File: src/deiu_pkg.sv
package deiu_pkg;
  // register offsets
  localparam logic [7:0] DEIU_OFS_OUT_CTRL = 8'hE0;
  localparam logic [7:0] DEIU_OFS_FLAG_EN = 8'hE1;
  localparam logic [7:0] DEIU_OFS_STATUS = 8'hE5;
  // field positions
  localparam int DEIU_BIT_OUT_EN = 0;
  localparam int DEIU_BIT_SYNC = 7;
  localparam int DEIU_BIT_CHECKSUM = 6;
  localparam int DEIU_BIT_UNC_HDR = 5;
  localparam int DEIU_BIT_COR_HDR = 4;
  localparam int DEIU_BIT_PROTOCOL = 3;
  localparam int DEIU_BIT_LEADER = 2;
  localparam int DEIU_BIT_PLL = 0;
  // writable / implemented bits
  localparam logic [7:0] DEIU_OUT_CTRL_MASK = 8'h01;
  localparam logic [7:0] DEIU_FLAG_MASK = 8'hFD;
  // reset values
  localparam logic [7:0] DEIU_OUT_CTRL_RST = 8'h00;
  localparam logic [7:0] DEIU_FLAG_EN_RST = 8'h00;
  localparam logic [7:0] DEIU_STATUS_RST = 8'h01;
  localparam logic [7:0] DEIU_ZERO = 8'h00;
endpackage

File: src/deiu_top.sv
// Chosen here: strobed register access.
`timescale 1ns/1ps
module deiu_top
  import deiu_pkg::*;
(
  input wire logic mclk,
  input wire logic nrst,
  input wire logic [7:0] reg_addr,
  input wire logic [7:0] reg_wdata,
  input wire logic reg_wr,
  input wire logic reg_rd,
  output logic [7:0] reg_rdata,
  input wire logic sync_fault_event,
  input wire logic checksum_fault_event,
  input wire logic uncorrectable_header_fault_event,
  input wire logic corrected_header_fault_event,
  input wire logic sot_sync_fault_event,
  input wire logic eot_sync_fault_event,
  input wire logic escape_entry_fault_event,
  input wire logic lp_sync_fault_event,
  input wire logic false_control_fault_event,
  input wire logic lane_merge_fault_event,
  input wire logic leader_fault_event,
  input wire logic pll_locked,
  output logic irq_out,
  output logic irq_oe
);
  logic irq_output_enable;
  logic [7:0] irq_flag_enable;
  logic [7:0] error_status;
  logic [7:0] next_status;
  logic [7:0] set_vec;
  logic [7:0] clr_vec;
  logic [11:0] ev_sync;
  logic pll_lock_d;
  logic pll_lock_seen;
  logic pll_lost;
  logic any_pending;

  // event pins come from the packet processor and pll: two flops each
  deiu_sync2 #(
    .WIDTH(12)
  ) u_sync (
    .mclk(mclk),
    .nrst(nrst),
    .din({pll_locked, leader_fault_event, lane_merge_fault_event,
          false_control_fault_event, lp_sync_fault_event,
          escape_entry_fault_event, eot_sync_fault_event,
          sot_sync_fault_event, corrected_header_fault_event,
          uncorrectable_header_fault_event, checksum_fault_event,
          sync_fault_event}),
    .dout(ev_sync)
  );

  // lock-to-unlock edge detect; no edge before lock was first seen
  always_ff @(posedge mclk or negedge nrst)
  begin
    if (!nrst)
    begin
      pll_lock_d <= 1'b0;
      pll_lock_seen <= 1'b0;
    end
    else
    begin
      pll_lock_d <= ev_sync[11];
      if (ev_sync[11])
        pll_lock_seen <= 1'b1;
    end
  end

  assign pll_lost = pll_lock_seen & pll_lock_d & ~ev_sync[11];

  always_comb
  begin
    set_vec = DEIU_ZERO;
    set_vec[DEIU_BIT_SYNC] = ev_sync[0];
    set_vec[DEIU_BIT_CHECKSUM] = ev_sync[1];
    set_vec[DEIU_BIT_UNC_HDR] = ev_sync[2];
    set_vec[DEIU_BIT_COR_HDR] = ev_sync[3];
    set_vec[DEIU_BIT_PROTOCOL] = |ev_sync[9:4];
    set_vec[DEIU_BIT_LEADER] = ev_sync[10];
    set_vec[DEIU_BIT_PLL] = pll_lost;
  end

  // write-one-to-clear; zero bits leave the flag alone
  always_comb
  begin
    clr_vec = DEIU_ZERO;
    if (reg_wr && reg_addr == DEIU_OFS_STATUS)
      clr_vec = reg_wdata & DEIU_FLAG_MASK;
  end

  // a new event in the clearing cycle wins
  assign next_status = ((error_status & ~clr_vec) | set_vec)
                       & DEIU_FLAG_MASK;

  always_ff @(posedge mclk or negedge nrst)
  begin
    if (!nrst)
      error_status <= DEIU_STATUS_RST;
    else
      error_status <= next_status;
  end

  always_ff @(posedge mclk or negedge nrst)
  begin
    if (!nrst)
      irq_output_enable <= DEIU_OUT_CTRL_RST[DEIU_BIT_OUT_EN];
    else if (reg_wr && reg_addr == DEIU_OFS_OUT_CTRL)
      irq_output_enable <= reg_wdata[DEIU_BIT_OUT_EN];
  end

  always_ff @(posedge mclk or negedge nrst)
  begin
    if (!nrst)
      irq_flag_enable <= DEIU_FLAG_EN_RST;
    else if (reg_wr && reg_addr == DEIU_OFS_FLAG_EN)
      irq_flag_enable <= reg_wdata & DEIU_FLAG_MASK;
  end

  // read data one cycle after the strobe; unmapped reads return zero
  always_ff @(posedge mclk or negedge nrst)
  begin
    if (!nrst)
      reg_rdata <= DEIU_ZERO;
    else if (reg_rd)
    begin
      unique case (reg_addr)
        DEIU_OFS_OUT_CTRL:
          reg_rdata <= {7'h00, irq_output_enable};
        DEIU_OFS_FLAG_EN:
          reg_rdata <= irq_flag_enable;
        DEIU_OFS_STATUS:
          reg_rdata <= error_status;
        default:
          reg_rdata <= DEIU_ZERO;
      endcase
    end
    else
      reg_rdata <= DEIU_ZERO;
  end

  assign any_pending = |(next_status & irq_flag_enable);

  // pin: oe follows the global enable; level follows enabled flags
  always_ff @(posedge mclk or negedge nrst)
  begin
    if (!nrst)
    begin
      irq_oe <= 1'b0;
      irq_out <= 1'b0;
    end
    else
    begin
      irq_oe <= irq_output_enable;
      irq_out <= irq_output_enable & any_pending;
    end
  end
endmodule

File: src/deiu_sync2.sv
`timescale 1ns/1ps
// two-flop synchroniser for level inputs, one per bit
module deiu_sync2
  import deiu_pkg::*;
#(
  parameter int WIDTH = 1
)
(
  input wire logic mclk,
  input wire logic nrst,
  input wire logic [WIDTH-1:0] din,
  output logic [WIDTH-1:0] dout
);
  logic [WIDTH-1:0] stage1;

  genvar gi;
  generate
    for (gi = 0; gi < WIDTH; gi++)
    begin : g_bit
      always_ff @(posedge mclk or negedge nrst)
      begin
        if (!nrst)
        begin
          stage1[gi] <= 1'b0;
          dout[gi] <= 1'b0;
        end
        else
        begin
          stage1[gi] <= din[gi];
          dout[gi] <= stage1[gi];
        end
      end
    end
  endgenerate
endmodule

File: config.mk
export PLATFORM = sky130hd
export DESIGN_NAME = deiu_top
export DESIGN_NICKNAME = d
export VERILOG_FILES = /design/src/deiu_pkg.sv /design/src/deiu_top.sv /design/src/deiu_sync2.sv
export SDC_FILE = /design/constraint.sdc
export NUM_CORES = 1
export LEC_CHECK = 0
export BUFFER_PORTS_ARGS = -buffer_cell sky130_fd_sc_hd__buf_2
export CORE_MARGIN = 2
export CORE_UTILIZATION = 52
export DETAILED_ROUTE_END_ITERATION = 6
export GPL_ROUTABILITY_DRIVEN = 0
export PLACE_DENSITY = 0.74
export SLEW_MARGIN = 30
export SYNTH_ARGS = -nofsm -noshare
export SYNTH_HDL_FRONTEND = slang
export SYNTH_SLANG_ARGS = --single-unit
File: constraint.sdc
create_clock -name mclk -period 1.4 [get_ports mclk]
set_input_delay 0.07 -clock mclk [delete_from_list [all_inputs] [get_ports mclk]]
set_output_delay 0.07 -clock mclk [all_outputs]
set_load 0.03 [all_outputs]
After elaboration in Yosys (flattened, before gate mapping)
Cells that the tools add are included.
- input bits: 32
- output and inout port bits: 10
- logic and storage cells: 51
- flip-flop bits (word level): 51
- equal/unequal tests: 3
- bitwise logic cells: 8
- reduce and logical (&&, ||, !) cells: 5
- multiplexer cells: 3
- operator list (operator ; number):
    $eq A8 B8 Y1 const B ; 3
    $pmux W8 S3 ; 1
    $and A8 B8 Y8 ; 2
    $mux W8 ; 2
    $not A8 Y8 ; 1
    $or A8 B8 Y8 ; 1
    $reduce_or A8 Y1 ; 1
    $reduce_or A6 Y1 ; 1
    $and A1 B1 Y1 ; 3
    $logic_and A1 B1 Y1 ; 3
    $not A1 Y1 ; 1

Longest topological paths before layout
- depth after elaboration: 9
- depth in mapped cells: 6
- gate-level depth less buffers: 4

Modules after synthesis
Synthesis repeated with hierarchy kept, for this count alone.
- cell total of the unflattened synthesis: 134
- area, all modules: 1875.5 sq um
- by module, submodules not included (module ; area each (sq um) ; cells an instance ; instances ; seq. area each (sq um)):
    deiu_top ; 1275.0 ; 110 ; 1 ; 651.9
    deiu_sync2 ; 600.6 ; 24 ; 1 ; 600.6

Worst setup path after synthesis
Ideal clock, no wire load.
- path type: input -> register
- from: input port reg_addr[4]
- to: register irq_flag_enable[0]
- required time: 1275 ps
- setup time: 125 ps
- data arrival time: 1311 ps
- path slack: -36 ps
- path buffers: 2
- cell stages on the path: 6
- cell sequence: and4b_1 -> buf_6 -> nand3_2 -> or3b_1 -> buf_6 -> mux2_4
- cells in the longest elaborated chain, start to end: 2
- ends and longest elaborated chain (what ; RTL line ; RTL):
    start, declared ; deiu_top.sv:8 ; input wire logic [7:0] reg_addr,
    $eq A8 B8 Y1 ; deiu_top.sv:117 ; else if (reg_wr && reg_addr == DEIU_OFS_FLAG_EN)
    $logic_and A1 B1 Y1 ; deiu_top.sv:117 ;
    end signal, assigned ; deiu_top.sv:118 ; irq_flag_enable <= reg_wdata & DEIU_FLAG_MASK;
    end, declared ; deiu_top.sv:29 ; logic [7:0] irq_flag_enable;
Every way passes these cells.
A chain may end at the register's enable or synchronous reset.

Final worst setup path
- from: register u_sync.dout[7]
- to: register irq_out
- cells in the longest elaborated chain, start to end: 5
- ends and longest elaborated chain (what ; RTL line ; RTL):
    start, declared ; deiu_sync2.sv:12 ; output logic [WIDTH-1:0] dout
    start signal, assigned by index ; deiu_sync2.sv:30 ; dout[gi] <= stage1[gi];
    $reduce_or A6 Y1 ; deiu_top.sv:80 ; set_vec[DEIU_BIT_PROTOCOL] = |ev_sync[9:4];
    $or A8 B8 Y8 ; deiu_top.sv:94 ; assign next_status = ((error_status & ~clr_vec) | set_vec)
    $and A8 B8 Y8 ; deiu_top.sv:143 ; assign any_pending = |(next_status & irq_flag_enable);
    $reduce_or A8 Y1 ; deiu_top.sv:143 ;
    $and A1 B1 Y1 ; deiu_top.sv:156 ; irq_out <= irq_output_enable & any_pending;
    end signal, assigned ; deiu_top.sv:156 ;
    end, declared ; deiu_top.sv:25 ; output logic irq_out,
Every way passes these cells.

==> results.md <==
- Status: complete, no violations
- FP Rows: 21
- Post-layout util: 0.719
- Ant. Diodes: 0
- Final min period: 1.24 ns
- Antenna viol nets, final: 0
- Initial antenna violation count: 0
- Die area: 4100 µm²
- Number of synthesized register bits: 50
- CP peak stage delay: 0.40 ns
- Commonest cells in the netlist: dfrtp_1, nor2_1, mux2_4, mux2i_1, nand2_1
- CP arrival: 1.47 ns
- Pwr Total: 2.54 mW
- Starting density of the core: 0.553
- IO Count: 42
- DR WL/cell: 14.4 µm
- Vias in the first global route: 1320
- Reg-to-reg startpoint: u_sync.dout[7]
- Post-Synthesis Cells: 134
- CTS Root Cell: clkbuf_4
- CP required: 1.63 ns
- Cell Chain, Critical Path: nor4_2, nand2_1, o21ai_0, a41oi_1
- CP max-delay cell: dfrtp_1
- Cell family with most CP delay: flip-flops
- CP Capture Type: flip-flop
- Peak VDD IR: 703 µV
- Final setup fails: 0
- Share of cells above drive strength 1: 0.327
- Pwr/cell area: 1040 nW/µm²
- Buffers on Ports: 39
- Crit Path Class: reg2reg
- Setup Skew: 0.00864 ns
- Reg2reg end: irq_out
- Non-Filler Instances: 248
- Hold crit path type: in2reg
- Area share of the largest cell type after synthesis: 0.654
- Post-synth EDFFs: 0
- Fin crit share: 0.885
- Clk_lat worst skew: 0.36 ns
- Worst hold endpoint: reg_rdata[4]
- Hold Vio Cnt, Final: 0
- Routed vias: 1274
- Sink Count: 50
- Area delta synth->final: 29.9%
- DRC viols: 0
- R2R cell count: 4
- Synth unique cells: 38
- Avg Vias per Cell: 5.14
- Post-synth top flop: dfrtp_1
- Fin area: 2440 µm²
- Max Cap Viol: 0
- Reg clk slew, reported paths: 0.13 ns
- DP Area: 2140 µm²
- Crit start category: flip-flop
- Initial DRC count: 74
- Largest net degree at the start of global routing: 33
- Post-Syn Nets: 166
- Count leader, synth: dfrtp_1
- Hold path start: reg_addr[2]
- Top post-synthesis cells by area: dfrtp_1, mux2_4, mux2i_1, a21o_1, and4b_1
- Hold path depth: 3
- CTS Buf Count: 5
- Yosys Warn Count: 0
- CTS tree: done
- H-tree levels: 2
- NumNets Final: 233
- Cells after DPL: 219
- Clock buffer depth: 2
- Fmax: 0.807 GHz
- Post CTS Setup Buffer Count: 0
- Total GRT Usage: 0.199
- Yosys top cell by area: dfrtp_1
- Routed Wire Length: 3.58 mm
- Worst Path Max Fanout: 2
- Mean area per synthesized cell: 14.0 µm²
- Mapped Area: 1880 µm²
- Asr flop ratio synth: 1.00
- WP buf/inv: 0
- Core Region: 3390 µm²
- Register area share after synthesis: 0.668
- R2R Setup Slk: 0.16 ns
- RSZ-0062 raised after global routing: false
- Die W: 64.1 µm
- Max Slew Vio Count: 0
- Chip height: 64.1 µm
- HPWL after detailed placement: 2.40 mm
- Total gr overflow: 0
- First-pass GRT wire length: 6.03 mm
- Leak: 1.17 nW
- Drt pass-1 iters: 4
power by group:
part           switching (mW)  internal (mW)  leakage [nW]
clock network           0.410          0.379        0.0395
registers              0.0249           1.49         0.599
logic                   0.104          0.123         0.532
total                   0.539           2.00          1.17
layer usage:
metal  up-vias  routed length, µm  track usage
li1        604                  -            -
met1       622               1620        0.248
met2        38               1710        0.307
met3        10                141       0.0546
met4         0                112        0.125
met5         -                  0            0
state kept, by name, summed over array words and instances (netlist names):
| register | flops |
|---|---|
| error_status | 7 |
| irq_out | 1 |
| reg_rdata | 7 |
| irq_oe | 1 |
| u_sync.stage1 | 12 |
| u_sync.dout | 12 |
| irq_output_enable | 1 |
| pll_lock_d | 1 |
| irq_flag_enable | 7 |
| pll_lock_seen | 1 |
worst register-to-register path, delay by kind of cell (launching register included):
kind | cells | cell delay [ns]
compound gates | 2 | 0.35
simple gates | 2 | 0.38
flops | 1 | 0.40
what timing repair did:
| action | in CTS | in global routing |
|---|---|---|
| hold endpoints to repair | 49 | 0 |
| hold buffers | 21 | 0 |
| setup endpoints to repair | 0 | 1 |
| resized for setup | 0 | 1 |
kinds of logic after synthesis:
kind of cell           share of synthesized area
AO/OA/AOI/OAI                             0.0774
buffers and inverters                     0.0260
flip-flops                                 0.668
multiplexers                              0.0994
other                                    0.00200
AND/OR/NAND/NOR                            0.127
cells in the final DEF, fill, tap and decap left out, types with 2 or more instances in the layout:
cell type | synthesis | routed
clkbuf_1 | 2 | 2
clkbuf_4 | 0 | 5
nand4_1 | 2 | 2
nand2_1 | 7 | 7
buf_2 | 0 | 39
dfrtp_1 | 49 | 49
and3_1 | 2 | 2
a41oi_1 | 2 | 2
o21ai_0 | 4 | 4
o21a_1 | 3 | 3
a31oi_1 | 3 | 3
and4b_1 | 4 | 4
buf_4 | 1 | 5
dlygate4sd3_1 | 0 | 21
nor2b_1 | 2 | 2
mux2i_1 | 7 | 7
a21o_1 | 6 | 6
nor2_1 | 9 | 9
mux2_4 | 7 | 7
inv_1 | 2 | 2
final cells by class:
type,count,area (µm²)
repair buffers,66,463
inverters,2,7.51
clock inverters,1,30.0
flip-flops and latches,50,1250
clock buffers,7,45.0
multi-input cells,76,581
well taps,46,57.6
fillers,232,953
metrics by stage:
stage          setup slack, ns   TNS, ns  hold WS, ns
2_1_floorplan        -0.000981  -0.00687       -0.226
3_3_place_gp           -0.0576    -0.398       0.0390
3_5_place_dp           -0.0842    -0.560       0.0448
4_1_cts                 0.0888         0       0.0847
5_1_grt                 0.0478         0        0.125
6_report                 0.162         0        0.105
worst max path at each step:
stage / start / cells past startpoint / end
floorplan: reg_addr[4] / 6 / irq_flag_enable[0]
global placement: reg_addr[4] / 6 / irq_flag_enable[5]
detailed placement: reg_addr[4] / 6 / irq_flag_enable[7]
CTS: u_sync.dout[7] / 4 / irq_out
global route: u_sync.dout[7] / 4 / irq_out
finish: u_sync.dout[7] / 4 / irq_out
No activity file was read; power rests on OpenSTA's default activity.
